**config.mk**
```make
export PLATFORM = sky130hd
export DESIGN_NAME = gyro_config_status_regs
export DESIGN_NICKNAME = d
export VERILOG_FILES = /design/src/rtl/gyro_cfg_pkg.sv /design/src/rtl/gyro_config_status_regs.sv /design/src/rtl/ms_timer.sv /design/src/rtl/event_status.sv
export VERILOG_INCLUDE_DIRS = /design/src /design/src/rtl
export SDC_FILE = /design/constraint.sdc
export NUM_CORES = 1
export LEC_CHECK = 0
export BUFFER_PORTS_ARGS = -buffer_cell sky130_fd_sc_hd__buf_2
export CORE_ASPECT_RATIO = 0.75
export CORE_MARGIN = 2
export CORE_UTILIZATION = 45
export CTS_CLUSTER_DIAMETER = 40
export DETAILED_ROUTE_END_ITERATION = 8
export PLACE_DENSITY = 0.79
export SETUP_SLACK_MARGIN = 0.02
export SKIP_LAST_GASP = 1
export SYNTH_ARGS = -nofsm -noshare
export SYNTH_HDL_FRONTEND = slang
export SYNTH_HIERARCHICAL = 1
export SYNTH_SLANG_ARGS = --single-unit
export TNS_END_PERCENT = 20
```
**constraint.sdc**
```tcl
create_clock -name sys_clk -period 2.1 [get_ports sys_clk]
set_input_delay 0.105 -clock sys_clk [delete_from_list [all_inputs] [get_ports sys_clk]]
set_output_delay 0.105 -clock sys_clk [all_outputs]
set_load 0.02 [all_outputs]
```
**src/rtl/gyro_cfg_regs.svh**
```systemverilog
`ifndef GYRO_CFG_REGS_SVH
`define GYRO_CFG_REGS_SVH

// ----------------------------------------------------------------
// register offsets
// ----------------------------------------------------------------
`define HIGH_RATE_EVENT_DETAIL_OFFSET 8'h0c
`define QUEUE_STATE_OFFSET 8'h0e
`define FULL_SCALE_SELECT_OFFSET 8'h0f
`define FILTER_RATE_SELECT_OFFSET 8'h10
`define POWER_MODE_CTRL_OFFSET 8'h11
`define WAKE_TRIGGER_CTRL_OFFSET 8'h12

// ----------------------------------------------------------------
// field positions
// ----------------------------------------------------------------
`define DETAIL_SIGN_BIT 3
`define QUEUE_OVERRUN_BIT 7
`define PWR_SUSPEND_BIT 7
`define PWR_DEEP_BIT 5
`define PWR_SLEEP_LSB 1
`define WAKE_FAST_BIT 7
`define WAKE_PSAVE_BIT 6
`define WAKE_TRIG_LSB 4
`define FILTER_RSVD_BIT 3

// ----------------------------------------------------------------
// reset values, fixed read bits and range limit
// ----------------------------------------------------------------
`define FULL_SCALE_RESET 3'h0
`define FILTER_RESET 4'h0
`define FILTER_READ_FIXED 8'h80
`define SLEEP_DUR_RESET 3'h0
`define AUTOSLEEP_RESET 3'h0
`define TRIG_RESET 2'h0
`define RANGE_MAX_CODE 3'h4

// ----------------------------------------------------------------
// timing
// ----------------------------------------------------------------
`define CLK_PERIOD_PS 5000
`define MS_IN_PS 1000000000
`define SLEEP_MS_0 6'd2
`define SLEEP_MS_1 6'd4
`define SLEEP_MS_2 6'd5
`define SLEEP_MS_3 6'd8
`define SLEEP_MS_4 6'd10
`define SLEEP_MS_5 6'd15
`define SLEEP_MS_6 6'd18
`define SLEEP_MS_7 6'd20
`define AUTO_MS_1 6'd4
`define AUTO_MS_2 6'd5
`define AUTO_MS_3 6'd8
`define AUTO_MS_4 6'd10
`define AUTO_MS_5 6'd15
`define AUTO_MS_6 6'd20
`define AUTO_MS_7 6'd40

// ----------------------------------------------------------------
// range scaling, tenths of counts per deg/s, and filter figures
// ----------------------------------------------------------------
`define SCALE_WIDEST_X10 12'd164
`define ODR_100 11'd100
`define ODR_200 11'd200
`define ODR_400 11'd400
`define ODR_1000 11'd1000
`define ODR_2000 11'd2000
`define BW_12 10'd12
`define BW_23 10'd23
`define BW_32 10'd32
`define BW_47 10'd47
`define BW_64 10'd64
`define BW_116 10'd116
`define BW_230 10'd230
`define BW_UNFILTERED 10'd523

`endif

```
**src/rtl/gyro_cfg_pkg.sv**
```systemverilog
`include "gyro_cfg_regs.svh"

package gyro_cfg_pkg;

   typedef enum logic [4:0] {
      PWR_NORMAL = 5'b00001,
      PWR_SUSPEND = 5'b00010,
      PWR_DEEP = 5'b00100,
      PWR_PS_AWAKE = 5'b01000,
      PWR_PS_SLEEP = 5'b10000
   } power_state_t;

   function automatic logic [11:0] scaleX10(input logic [2:0] code);
      // each narrower step doubles; reserved codes never get stored
      scaleX10 = `SCALE_WIDEST_X10 << code;
   endfunction : scaleX10

   function automatic logic [5:0] sleepMs(input logic [2:0] code);
      unique case (code)
         3'h0: sleepMs = `SLEEP_MS_0;
         3'h1: sleepMs = `SLEEP_MS_1;
         3'h2: sleepMs = `SLEEP_MS_2;
         3'h3: sleepMs = `SLEEP_MS_3;
         3'h4: sleepMs = `SLEEP_MS_4;
         3'h5: sleepMs = `SLEEP_MS_5;
         3'h6: sleepMs = `SLEEP_MS_6;
         default: sleepMs = `SLEEP_MS_7;
      endcase
   endfunction : sleepMs

   function automatic logic [5:0] autoMs(input logic [2:0] code);
      unique case (code)
         3'h2: autoMs = `AUTO_MS_2;
         3'h3: autoMs = `AUTO_MS_3;
         3'h4: autoMs = `AUTO_MS_4;
         3'h5: autoMs = `AUTO_MS_5;
         3'h6: autoMs = `AUTO_MS_6;
         3'h7: autoMs = `AUTO_MS_7;
         // code 0 is the reset value but not allowed: run as code 1
         default: autoMs = `AUTO_MS_1;
      endcase
   endfunction : autoMs

endpackage : gyro_cfg_pkg

```
**src/rtl/gyro_config_status_regs.sv**
```systemverilog
`timescale 1ns/1ps
`default_nettype none

`include "gyro_cfg_regs.svh"

module gyro_config_status_regs
   import gyro_cfg_pkg::*;
#(
   parameter int MS_CYCLES = `MS_IN_PS / `CLK_PERIOD_PS,
   parameter int QUEUE_DEPTH = 100
) (
   input wire logic sys_clk, // system clock, 200 MHz
   input wire logic rst_n, // sync reset, active low
   input wire logic [7:0] regAddr, // register offset
   input wire logic [7:0] regWrData, // write data
   input wire logic regWrEn, // write strobe
   input wire logic regRdEn, // read strobe
   output logic [7:0] regRdData, // read data
   output logic regRdValid, // read data valid pulse
   input wire logic highRateEvent, // high-rate event pulse
   input wire logic highRateSign, // event sign, 1 positive
   input wire logic [2:0] highRateAxis, // z,y,x trigger flags
   input wire logic frameStored, // frame entered the queue
   input wire logic frameRead, // frame left the queue
   input wire logic queueCfgWr, // buffer configuration written
   input wire logic threeWireSerial, // serial port in 3-wire mode
   output logic [2:0] rangeCode, // active full-scale code
   output logic [11:0] countsPerDpsX10, // scaling, tenths
   output logic [10:0] outRateHz, // output data rate
   output logic [9:0] filterBwHz, // filter bandwidth
   output logic filterBypass, // unfiltered output
   output power_state_t powerState, // current power state
   output logic driveOn, // sensor drive enable
   output logic trigFirstIrqPin, // trigger from first irq pin
   output logic trigSecondIrqPin, // trigger from second irq pin
   output logic trigSerialOutPin // trigger from serial out pin
);

   // ----------------------------------------------------------------
   // configuration state
   // ----------------------------------------------------------------
   logic [2:0] range_q, range_d;
   logic [3:0] filter_q, filter_d;
   logic suspend_q, suspend_d;
   logic deep_q, deep_d;
   logic [2:0] sleepDur_q, sleepDur_d;
   logic fastPowerup_q, fastPowerup_d;
   logic powerSave_q, powerSave_d;
   logic [1:0] trigSel_q, trigSel_d;
   logic [2:0] autoDur_q, autoDur_d;

   logic wrRange, wrFilter, wrPower, wrWake;
   logic [7:0] detailByte, queueByte;

   assign wrRange = regWrEn && (regAddr == `FULL_SCALE_SELECT_OFFSET);
   assign wrFilter = regWrEn && (regAddr == `FILTER_RATE_SELECT_OFFSET);
   assign wrPower = regWrEn && (regAddr == `POWER_MODE_CTRL_OFFSET);
   assign wrWake = regWrEn && (regAddr == `WAKE_TRIGGER_CTRL_OFFSET);

   always_comb begin
      range_d = range_q;
      filter_d = filter_q;
      suspend_d = suspend_q;
      deep_d = deep_q;
      sleepDur_d = sleepDur_q;
      fastPowerup_d = fastPowerup_q;
      powerSave_d = powerSave_q;
      trigSel_d = trigSel_q;
      autoDur_d = autoDur_q;
      // settings are lost in deep suspend, so writes there other than power mode control are dropped
      if (!deep_q) begin
         if (wrRange && regWrData[2:0] <= `RANGE_MAX_CODE) begin
            range_d = regWrData[2:0];
         end
         if (wrFilter && !regWrData[`FILTER_RSVD_BIT]) begin
            filter_d = regWrData[3:0];
         end
         if (wrWake) begin
            fastPowerup_d = regWrData[`WAKE_FAST_BIT];
            powerSave_d = regWrData[`WAKE_PSAVE_BIT];
            trigSel_d = regWrData[`WAKE_TRIG_LSB +: 2];
            if (regWrData[2:0] != 3'h0) begin
               autoDur_d = regWrData[2:0];
            end
         end
      end
      if (wrPower) begin
         sleepDur_d = regWrData[`PWR_SLEEP_LSB +: 3];
         // both set is illegal, mode kept
         if (!(regWrData[`PWR_SUSPEND_BIT] && regWrData[`PWR_DEEP_BIT])) begin
            suspend_d = regWrData[`PWR_SUSPEND_BIT];
            deep_d = regWrData[`PWR_DEEP_BIT];
         end
         // leaving deep suspend brings the other settings back to defaults
         if (deep_q && !deep_d) begin
            range_d = `FULL_SCALE_RESET;
            filter_d = `FILTER_RESET;
            fastPowerup_d = 1'b0;
            powerSave_d = 1'b0;
            trigSel_d = `TRIG_RESET;
            autoDur_d = `AUTOSLEEP_RESET;
         end
      end
   end

   always_ff @(posedge sys_clk) begin
      if (!rst_n) begin
         range_q <= `FULL_SCALE_RESET;
         filter_q <= `FILTER_RESET;
         suspend_q <= 1'b0;
         deep_q <= 1'b0;
         sleepDur_q <= `SLEEP_DUR_RESET;
         fastPowerup_q <= 1'b0;
         powerSave_q <= 1'b0;
         trigSel_q <= `TRIG_RESET;
         autoDur_q <= `AUTOSLEEP_RESET;
      end else begin
         range_q <= range_d;
         filter_q <= filter_d;
         suspend_q <= suspend_d;
         deep_q <= deep_d;
         sleepDur_q <= sleepDur_d;
         fastPowerup_q <= fastPowerup_d;
         powerSave_q <= powerSave_d;
         trigSel_q <= trigSel_d;
         autoDur_q <= autoDur_d;
      end
   end

   // ----------------------------------------------------------------
   // event and queue status
   // ----------------------------------------------------------------
   event_status #(
      .DEPTH(QUEUE_DEPTH)
   ) u_status (
      .sys_clk(sys_clk),
      .rst_n(rst_n),
      .highRateEvent(highRateEvent),
      .highRateSign(highRateSign),
      .highRateAxis(highRateAxis),
      .frameStored(frameStored),
      .frameRead(frameRead),
      .queueCfgWr(queueCfgWr),
      .detailByte(detailByte),
      .queueByte(queueByte)
   );

   // ----------------------------------------------------------------
   // power state sequencing
   // ----------------------------------------------------------------
   power_state_t pwr_q, pwr_d;
   logic timerLoad;
   logic [5:0] timerMs;
   logic timerExpired;

   always_comb begin
      pwr_d = pwr_q;
      timerLoad = 1'b0;
      timerMs = autoMs(autoDur_q);
      if (deep_q) begin
         pwr_d = PWR_DEEP;
      end else if (suspend_q) begin
         pwr_d = PWR_SUSPEND;
      end else if (!powerSave_q) begin
         pwr_d = PWR_NORMAL;
      end else begin
         unique case (pwr_q)
            PWR_PS_AWAKE: begin
               if (timerExpired) begin
                  pwr_d = PWR_PS_SLEEP;
                  timerLoad = 1'b1;
                  timerMs = sleepMs(sleepDur_q);
               end
            end
            PWR_PS_SLEEP: begin
               if (timerExpired) begin
                  pwr_d = PWR_PS_AWAKE;
                  timerLoad = 1'b1;
               end
            end
            default: begin
               pwr_d = PWR_PS_AWAKE;
               timerLoad = 1'b1;
            end
         endcase
      end
   end

   always_ff @(posedge sys_clk) begin
      if (!rst_n) begin
         pwr_q <= PWR_NORMAL;
      end else begin
         pwr_q <= pwr_d;
      end
   end

   ms_timer #(
      .MS_CYCLES(MS_CYCLES)
   ) u_timer (
      .sys_clk(sys_clk),
      .rst_n(rst_n),
      .load(timerLoad),
      .loadMs(timerMs),
      .expired(timerExpired)
   );

   // ----------------------------------------------------------------
   // derived outputs, one cycle behind the configuration
   // ----------------------------------------------------------------
   logic [11:0] scale_d;
   logic [10:0] odr_d;
   logic [9:0] bw_d;
   logic drive_d;

   always_comb begin
      scale_d = scaleX10(range_q);
      unique case (filter_q[2:0])
         3'h7: begin odr_d = `ODR_100; bw_d = `BW_32; end
         3'h6: begin odr_d = `ODR_200; bw_d = `BW_64; end
         3'h5: begin odr_d = `ODR_100; bw_d = `BW_12; end
         3'h4: begin odr_d = `ODR_200; bw_d = `BW_23; end
         3'h3: begin odr_d = `ODR_400; bw_d = `BW_47; end
         3'h2: begin odr_d = `ODR_1000; bw_d = `BW_116; end
         3'h1: begin odr_d = `ODR_2000; bw_d = `BW_230; end
         default: begin odr_d = `ODR_2000; bw_d = `BW_UNFILTERED; end
      endcase
      unique case (pwr_q)
         PWR_SUSPEND: drive_d = fastPowerup_q;
         PWR_DEEP: drive_d = 1'b0;
         default: drive_d = 1'b1;
      endcase
   end

   always_ff @(posedge sys_clk) begin
      if (!rst_n) begin
         rangeCode <= `FULL_SCALE_RESET;
         countsPerDpsX10 <= `SCALE_WIDEST_X10;
         outRateHz <= `ODR_2000;
         filterBwHz <= `BW_UNFILTERED;
         filterBypass <= 1'b1;
         powerState <= PWR_NORMAL;
         driveOn <= 1'b1;
         trigFirstIrqPin <= 1'b0;
         trigSecondIrqPin <= 1'b0;
         trigSerialOutPin <= 1'b0;
      end else begin
         rangeCode <= range_q;
         countsPerDpsX10 <= scale_d;
         outRateHz <= odr_d;
         filterBwHz <= bw_d;
         filterBypass <= (filter_q == 4'h0);
         powerState <= pwr_q;
         driveOn <= drive_d;
         trigFirstIrqPin <= (trigSel_q == 2'h1);
         trigSecondIrqPin <= (trigSel_q == 2'h2);
         // serial out pin only serves as trigger in 3-wire mode
         trigSerialOutPin <= (trigSel_q == 2'h3) && threeWireSerial;
      end
   end

   // ----------------------------------------------------------------
   // register read-back
   // ----------------------------------------------------------------
   logic [7:0] rdData_d;

   always_comb begin
      unique case (regAddr)
         `HIGH_RATE_EVENT_DETAIL_OFFSET: rdData_d = detailByte;
         `QUEUE_STATE_OFFSET: rdData_d = queueByte;
         `FULL_SCALE_SELECT_OFFSET: rdData_d = {5'h0, range_q};
         `FILTER_RATE_SELECT_OFFSET: rdData_d = `FILTER_READ_FIXED | {4'h0, filter_q};
         `POWER_MODE_CTRL_OFFSET:
            rdData_d = {suspend_q, 1'b0, deep_q, 1'b0, sleepDur_q, 1'b0};
         `WAKE_TRIGGER_CTRL_OFFSET:
            rdData_d = {fastPowerup_q, powerSave_q, trigSel_q, 1'b0, autoDur_q};
         // unmapped offsets read as zero
         default: rdData_d = 8'h00;
      endcase
   end

   always_ff @(posedge sys_clk) begin
      if (!rst_n) begin
         regRdData <= 8'h00;
         regRdValid <= 1'b0;
      end else begin
         regRdData <= regRdEn ? rdData_d : regRdData;
         regRdValid <= regRdEn;
      end
   end

endmodule : gyro_config_status_regs

`default_nettype wire

```
**src/rtl/ms_timer.sv**
```systemverilog
`timescale 1ns/1ps
`default_nettype none

module ms_timer #(
   parameter int MS_CYCLES = 200000
) (
   input wire logic sys_clk, // system clock
   input wire logic rst_n, // sync reset, active low
   input wire logic load, // start a new interval
   input wire logic [5:0] loadMs, // interval length in ms
   output logic expired // one-cycle pulse at interval end
);

   logic [31:0] cycCnt_q, cycCnt_d;
   logic [5:0] msCnt_q, msCnt_d;
   logic run_q, run_d;
   logic expired_d;

   always_comb begin
      cycCnt_d = cycCnt_q;
      msCnt_d = msCnt_q;
      run_d = run_q;
      expired_d = 1'b0;
      if (load) begin
         cycCnt_d = 32'(MS_CYCLES - 1);
         msCnt_d = loadMs;
         run_d = 1'b1;
      end else if (run_q) begin
         if (cycCnt_q != 32'h0) begin
            cycCnt_d = cycCnt_q - 32'h1;
         end else if (msCnt_q > 6'h1) begin
            cycCnt_d = 32'(MS_CYCLES - 1);
            msCnt_d = msCnt_q - 6'h1;
         end else begin
            run_d = 1'b0;
            expired_d = 1'b1;
         end
      end
   end

   always_ff @(posedge sys_clk) begin
      if (!rst_n) begin
         cycCnt_q <= 32'h0;
         msCnt_q <= 6'h0;
         run_q <= 1'b0;
         expired <= 1'b0;
      end else begin
         cycCnt_q <= cycCnt_d;
         msCnt_q <= msCnt_d;
         run_q <= run_d;
         expired <= expired_d;
      end
   end

endmodule : ms_timer

`default_nettype wire

```
**src/rtl/event_status.sv**
```systemverilog
`timescale 1ns/1ps
`default_nettype none

module event_status #(
   parameter int DEPTH = 100
) (
   input wire logic sys_clk, // system clock
   input wire logic rst_n, // sync reset, active low
   input wire logic highRateEvent, // high-rate event pulse
   input wire logic highRateSign, // 1 positive rotation
   input wire logic [2:0] highRateAxis, // z,y,x trigger flags
   input wire logic frameStored, // frame written into queue
   input wire logic frameRead, // frame read out of queue
   input wire logic queueCfgWr, // buffer configuration written
   output logic [7:0] detailByte, // high-rate event detail
   output logic [7:0] queueByte // overrun flag and fill level
);

   logic [3:0] detail_q, detail_d;
   logic [6:0] level_q, level_d;
   logic overrun_q, overrun_d;
   logic full;

   assign full = (level_q == 7'(DEPTH));

   always_comb begin
      detail_d = detail_q;
      if (highRateEvent) begin
         detail_d = {highRateSign, highRateAxis};
      end
      level_d = queueCfgWr ? 7'h0 : level_q;
      if (frameStored && !frameRead && !full) begin
         level_d = level_d + 7'h1;
      end else if (frameRead && !frameStored && level_d != 7'h0) begin
         level_d = level_d - 7'h1;
      end
      overrun_d = queueCfgWr ? 1'b0 : overrun_q;
      if (frameStored && !frameRead && full) begin
         overrun_d = 1'b1;
      end
   end

   always_ff @(posedge sys_clk) begin
      if (!rst_n) begin
         detail_q <= 4'h0;
         level_q <= 7'h0;
         overrun_q <= 1'b0;
         detailByte <= 8'h00;
         queueByte <= 8'h00;
      end else begin
         detail_q <= detail_d;
         level_q <= level_d;
         overrun_q <= overrun_d;
         detailByte <= {4'h0, detail_d};
         queueByte <= {overrun_d, level_d};
      end
   end

endmodule : event_status

`default_nettype wire

```
==> run metrics, run 1 <==
outcome=finished, violations left; failing checks=design-rule violations; fin crit period=just over 2000 ps; Max Cap Viol=0; final instance area=just under 0.008 mm2; Setup Viol. Count Final=0; drt drc=11; CP Class=reg -> reg; CP Data Arrival Time=2370 ps; diode count=0; final net count=approximately 860; Final Worst Setup Slack=roughly 84 ps; Routed WL=15.9 mm; Netlist cell types=88; commonest non-fill, non-tap cells in the layout=dfxtp_1 (121), buf_2 (78), nor2_1 (53); Final Cycle Share=96.0%; total gr overflow=0; via/cell ratio=5.77; yosys synthesis warning count=6; first-pass GRT wire length=26.0 mm; worst-margin pin slew=614 ps; number of buffers created by CTS=17; Max FO, Critical Path=13; largest net degree at the start of global routing=29; clk_lat worst skew=420 ps; Seq cells post-synth=126; die height=106 um; DRT antenna net count=0; share of flip-flops with an asynchronous set or reset=0%; maximum vdd ir drop=0.518 mV; pre-CTS setup slack=-17.6 ps; Synth top area share=40.3%; Die Wd=140 um; worst path required time=2450 ps; area leader, netlist=dfxtp_1; CP endpoint kind=flop; filler instances=~1100; Placed Area=around 0.007 mm2; first drt pass iteration count=7; number of global-route vias before repair=5239; HPWL after DPL=roughly 11 mm; Power Density=727 mW/mm2; clock-pin slew on the worst setup and hold paths=approximately 60 ps; Final Hold Fails=0; clk buf depth=2; Post-synth EDFFs=0; CTS root buf=clkbuf_16; GRT Overall Usage=21.6%; Post-Synthesis Cell Area=0.00626 mm2; I/O pins=84; Starting Density=45.8%; Syn-to-layout area delta=25.7%; die area=0.0149 mm2; Lkg Pwr=3.35 nW; Slew headroom=58.5%; Worst Clk Skew=6.46 ps; GPL Wtd Cong=slightly below 0.9; critical path launch point type=flop; Top FF cell, synth=dfxtp_1; fin. max-slew vios=0; RSZ-0062 raised after global routing=true; clk sinks=126; setup TNS=0 ps; Hold Path Class=in -> reg; fraction of final layout cells with drive strength greater than 1=25.7%; hold_ws=around 34 ps; post-layout util=57.6%; register area share after synthesis=40.3%; initial antenna violation count=0; port bufs=around 80; Mapped Cells=697; commonest non-fill, non-tap cell in the layout=dfxtp_1; vias=5798; core footprint=0.0137 mm2; Fmax=0.496 GHz; average size of a mapped cell=roughly 9.0 um2; H-tree depth=4; main area contributors after synthesis=dfxtp_1 (40%), mux2i_1 (4.6%), nor2_1 (3.2%); Initial DRC Count=between 400 and 500; CTS tree=built; Avg WL per Cell=15.8 um; Core Rows=37
[power breakdown]
part	leakage (nW)	switching (W)	internal [W]
clock network	0.285	0.00110	0.00189
registers	1.02	0.0000113	0.00240
logic	2.05	0.000187	0.000118
[area by class of cell]
| type | instances | area (um2) | area share, % |
|---|---|---|---|
| multi-input cells | 501 | 3450 | 43.8 |
| flip-flops and latches | 126 | 2530 | 32.2 |
| repair buffers | 144 | 958 | 12.2 |
| clock buffers | 18 | 439 | 5.59 |
| well taps | 175 | 219 | 2.78 |
| clock inverters | 13 | 165 | 2.10 |
| inverters | 28 | 105 | 1.34 |
[sequential cells by signal, indices dropped and copies added, names as in the netlist, 4 cells and up]
signal	cells
filterBwHz	9
u_timer/msCnt_q	6
u_timer/cycCnt_q	32
u_status/queueByte	8
powerState	5
countsPerDpsX10	10
pwr_q	5
filter_q	4
u_status/detail_q	4
regRdData	8
outRateHz	9
[stage by stage]
stage	std cells	total power, W
6_report	1005	0.00572
5_1_grt	1005	0.00590
4_1_cts	1004	0.00575
3_5_place_dp	959	0.00274
3_3_place_gp	959	0.00274
2_1_floorplan	704	0.00265
[synthesized netlist by cell type, drive strengths merged, types with 3 or more instances]
master,number
o211ai,4
clkbuf,20
nand3,15
nor3,18
nor2b,11
o21bai,3
nand2b,17
or3,12
a31oi,9
a22o,5
or4,18
a211oi,3
nand4,11
and2,12
o21a,5
a221oi,4
and3b,3
o2bb2ai,3
and3,9
o31ai,21
a21o,3
nor3b,7
inv,27
o21ai,33
and4,6
a21oi,38
nand3b,4
nor4,14
nand2,53
ha,10
xnor2,3
o31a,8
o311a,3
a41oi,6
or2,3
mux2i,29
nor2,54
buf,29
dfxtp,126
a22oi,4
[path summary, 6_finish.rpt]
kind,from,end,slack (ps),cells after the start
max,u_timer/cycCnt_q[1]$_SDFFE_PN0P_,u_timer/cycCnt_q[21]$_SDFFE_PP0P_,80,7
min,highRateEvent,u_status/detail_q[0]$_SDFFE_PN0P_,30,3
max reg2reg,u_timer/cycCnt_q[1]$_SDFFE_PN0P_,u_timer/cycCnt_q[21]$_SDFFE_PP0P_,80,7
min reg2reg,regRdData[6]$_SDFFE_PN0P_,regRdData[6]$_SDFFE_PN0P_,490,1
[kinds of logic (layout without fill, tap and decap cells)]
logic type,Yosys count,after routing,synth area share (%)
DFF,126,126,40.3
adders and majority gates,10,10,2.00
muxes,31,31,5.00
buffers and inverters,77,203,6.04
AOI/OAI and AO/OA,173,173,20.0
xor gates and xnor gates,4,4,0.560
other,2,9,0.120
and+or+nand+nor,274,274,26.0
[worst max-delay path, cell delays in order, from the launching register on]
cell and delay [ps]:
dfxtp_1 390, inv_1 60, ha_1 200, and3_1 190, a41o_1 290, buf_4 190
or4_1 480, a21oi_1 150
[metal layers]
metal	GRT usage, %	vias up	share of wire (%)
li1	-	2798	-
met1	29.4	2722	46
met2	33.1	237	45
met3	5.41	41	6.9
met4	8.51	0	2.4
met5	0	-	0
[repair_timing]
item                                    CTS  global route
resized for setup                         1            22
pin swaps                                 0             4
endpoints found under the setup margin    6            33
hold buffers                             14             0
hold endpoints to repair                 14             0
buffers inserted                          0             1
No activity file was read; power rests on OpenSTA's default activity.
==> run 2: changes to the inputs <==
--- a/config.mk
+++ b/config.mk
@@ -6,6 +6,7 @@
 export SDC_FILE = /design/constraint.sdc
 export NUM_CORES = 1
 export LEC_CHECK = 0
+export ABC_AREA = 1
 export BUFFER_PORTS_ARGS = -buffer_cell sky130_fd_sc_hd__buf_2
 export CORE_ASPECT_RATIO = 0.75
 export CORE_MARGIN = 2
==> run 2 against run 1 <==
Effect of this change:
- the flow now finishes without violations
- largest cell class unchanged
- first-iteration DRC count grew 15%
- maximum frequency rose by 4.7%
- combinational power fell by 5%
- setup slack improved by 91 ps
- design area grew 2.4%
- non-clock buffer count down 40
- synthesized area rose by 8.0%
- synthesized cell count up 42%
- count of clock-buffer cells in the layout up 2
- routed wire length up 4.1%
- utilization is 2.4 points lower
- largest power group unchanged
==> run metrics, run 2 <==
diode count=0 (unchanged); clk buf depth=2 (unchanged); setup TNS=0 ps (unchanged); Avg WL per Cell=12.7 um (-20%); max reg flops=32 (unchanged); top cells by count, synth=nand2_1 (195), nor2_1 (180), dfxtp_1 (126); yosys synthesis warning count=6 (unchanged); Final Hold Fails=0 (unchanged); GRT Overall Usage=21.6% (about the same); register area share after synthesis=37.3% (-3.0 points); CP endpoint kind=flop; final net count=1128 (+32%); main area contributors after synthesis=dfxtp_1 (37%), nand2_1 (11%), nor2_1 (10%); largest net degree at the start of global routing=25 (-14%); via/cell ratio=5.07 (-12%); RSZ-0062 raised after global routing=true; die height=110 um (+3.8%); first-pass GRT wire length=28.0 mm (+7.7%); total gr overflow=0 (unchanged); Worst Clk Skew=9.59 ps (+3.13 ps); dpl cells=1253 (+31%); CP Data Arrival Time=2230 ps (-140 ps); Post-synth EDFFs=0 (unchanged); clk sinks=126 (unchanged); clock-pin slew on the worst setup and hold paths=60 ps (about the same); Max FO, Critical Path=13 (unchanged); Lkg Pwr=3.84 nW (+15%); largest registers=u_timer/cycCnt_q (32), countsPerDpsX10 (10); GPL Wtd Cong=0.967 (+9.7%); CP Class=reg -> reg; hold_ws=28.2 ps (-6.01 ps); commonest non-fill, non-tap cells in the layout=nand2_1 (195), nor2_1 (180), dfxtp_1 (126); Final Cycle Share=91.7% (-4.3 points); Synth Area in Compound Gates=11.0% (-9.0 points); worst-margin pin slew=588 ps (-26.7 ps); CTS tree=built; average size of a mapped cell=6.83 um2 (-24%); number of buffers created by CTS=17 (unchanged); initial antenna violation count=0 (unchanged); Slew headroom=60.8% (+2.3 points); Power, Total=0.00575 W (+0.55%); fin crit period=1930 ps (-90.5 ps); Power Density=714 mW/mm2 (-1.8%); Top FF cell, synth=dfxtp_1; post-synthesis xor/xnor area fraction=1.43% (+0.87 points); H-tree depth=4 (unchanged); die area=0.0160 mm2 (+7.8%); HPWL after DPL=12.1 mm (+12%); CTS root buf=clkbuf_16; DRT antenna net count=0 (unchanged); port bufs=78 (unchanged); adder-cell area share of the yosys netlist=1.85% (-0.15 points); post-layout util=55.2% (-2.4 points); number of global-route vias before repair=5834 (+11%); Non-Filler Instances=1302 (+30%); area leader, netlist=dfxtp_1; clk_lat worst skew=420 ps (about the same); Netlist cell types=47 (-47%); drt drc=0 (-11); Post-Synthesis Cell Area=0.00676 mm2 (+8.0%); top-count cell post-synth=nand2_1; Synth top area share=37.3% (-3.0 points); commonest non-fill, non-tap cell in the layout=nand2_1; Starting Density=46.3% (+0.50 points); core footprint=0.0146 mm2 (+6.9%); Fmax=0.519 GHz (+4.7%); fraction of final layout cells with drive strength greater than 1=17.5% (-8.1 points); share of flip-flops with an asynchronous set or reset=0% (unchanged); Syn-to-layout area delta=19.1%; Core Rows=38 (+2.7%); post-synthesis simple-gate area fraction=37.3% (+11 points); Max Cap Viol=0 (unchanged); fin. max-slew vios=0 (unchanged); worst path required time=2400 ps (-50 ps); vias=6603 (+14%); multiplexer share of the synthesized area=0% (-5.0 points); largest reg by FF count=u_timer/cycCnt_q; first drt pass iteration count=5 (-2); Mapped Cells=990 (+42%); Seq cells post-synth=126 (unchanged); Die Wd=146 um (+3.8%); critical path launch point type=flop; outcome=complete, no violations; Routed WL=16.5 mm (+4.1%); Initial DRC Count=565 (+15%); Setup Viol. Count Final=0 (unchanged); maximum vdd ir drop=0.579 mV (+12%); I/O pins=84 (unchanged); largest family of logic cells by synthesized area=simple AND/OR/NAND/NOR gates; Setup Fix Bufs, Post-CTS=0 (unchanged); Hold Path Class=in -> reg
-- run 2: changes by cell type after synthesis, moves of 17 or more --
cell | previous run | this run
mux2i_1 | 29 | 0
nand2b_1 | 17 | 0
o31ai_1 | 18 | 1
inv_1 | 26 | 123
nand2_2 | 0 | 17
o21ai_0 | 24 | 52
nor2_1 | 54 | 180
nand3_1 | 15 | 80
nand2_1 | 52 | 195
-- run 2: worst max-delay path, stage by stage (launching register included) --
cell and delay [ps]:
dfxtp_1 330, inv_1 80, ha_1 280, nand2_2 170, nor2_8 70, nand2_4 90
nor2_8 50, inv_2 210, nand3_1 230, o21ai_0 240, a21oi_1 50
-- run 2: what timing repair did --
item                       in CTS  in global routing
resized for setup               0                  2
hold buffers                   17                  0
setup endpoints to repair       0                 13
hold endpoints to repair       16                  0
-- run 2: kinds of logic after synthesis --
logic type,count (synthesis)
compound gates,134
xor+xnor,11
fa+ha+maj,10
buf+inv,168
flops,126
other cells,2
simple gates,539
-- run 2: worst paths after layout --
| kind | startpoint | to | slack (ps) | cells after the start |
|---|---|---|---|---|
| worst max-delay path | u_timer/cycCnt_q[0]$_SDFFE_PN0P_ | u_timer/cycCnt_q[3]$_SDFFE_PN0P_ | 170 | 10 |
| worst min-delay path | rst_n | u_timer/msCnt_q[3]$_SDFFE_PN0P_ | 30 | 3 |
| worst max register to register | u_timer/cycCnt_q[0]$_SDFFE_PN0P_ | u_timer/cycCnt_q[3]$_SDFFE_PN0P_ | 170 | 10 |
| worst min register to register | pwr_q[1]$_SDFFE_PP0P_ | powerState[1]$_SDFF_PN0_ | 430 | 2 |
-- run 2: per-stage QoR --
step           instance area (um2)  setup slack [ps]
2_1_floorplan                 6790               391
3_3_place_gp                  7260               256
3_5_place_dp                  7260               197
4_1_cts                       8050               184
5_1_grt                       8050              7.04
6_report                      8050               174
-- run 2: layout make-up --
type | instances | area, um2
well taps | 200 | 250
fillers | 1360 | 6550
inverters | 137 | 514
clock inverters | 12 | 148
repair buffers | 104 | 628
flip-flops and latches | 126 | 2520
clock buffers | 20 | 467
multi-input cells | 703 | 3520
-- run 2: metal layers --
metal	GRT usage, %	up-vias	wire length (um)
met5	0	-	0
li1	-	3316	-
met2	33.6	311	7040
met4	7.49	0	265
met3	5.10	23	1390
met1	29.7	2953	7850
-- run 2: where the power goes --
part	internal, W	switching [W]
Combinational	0.000101	0.000190
Sequential	0.00241	0.0000181
Clock	0.00187	0.00116
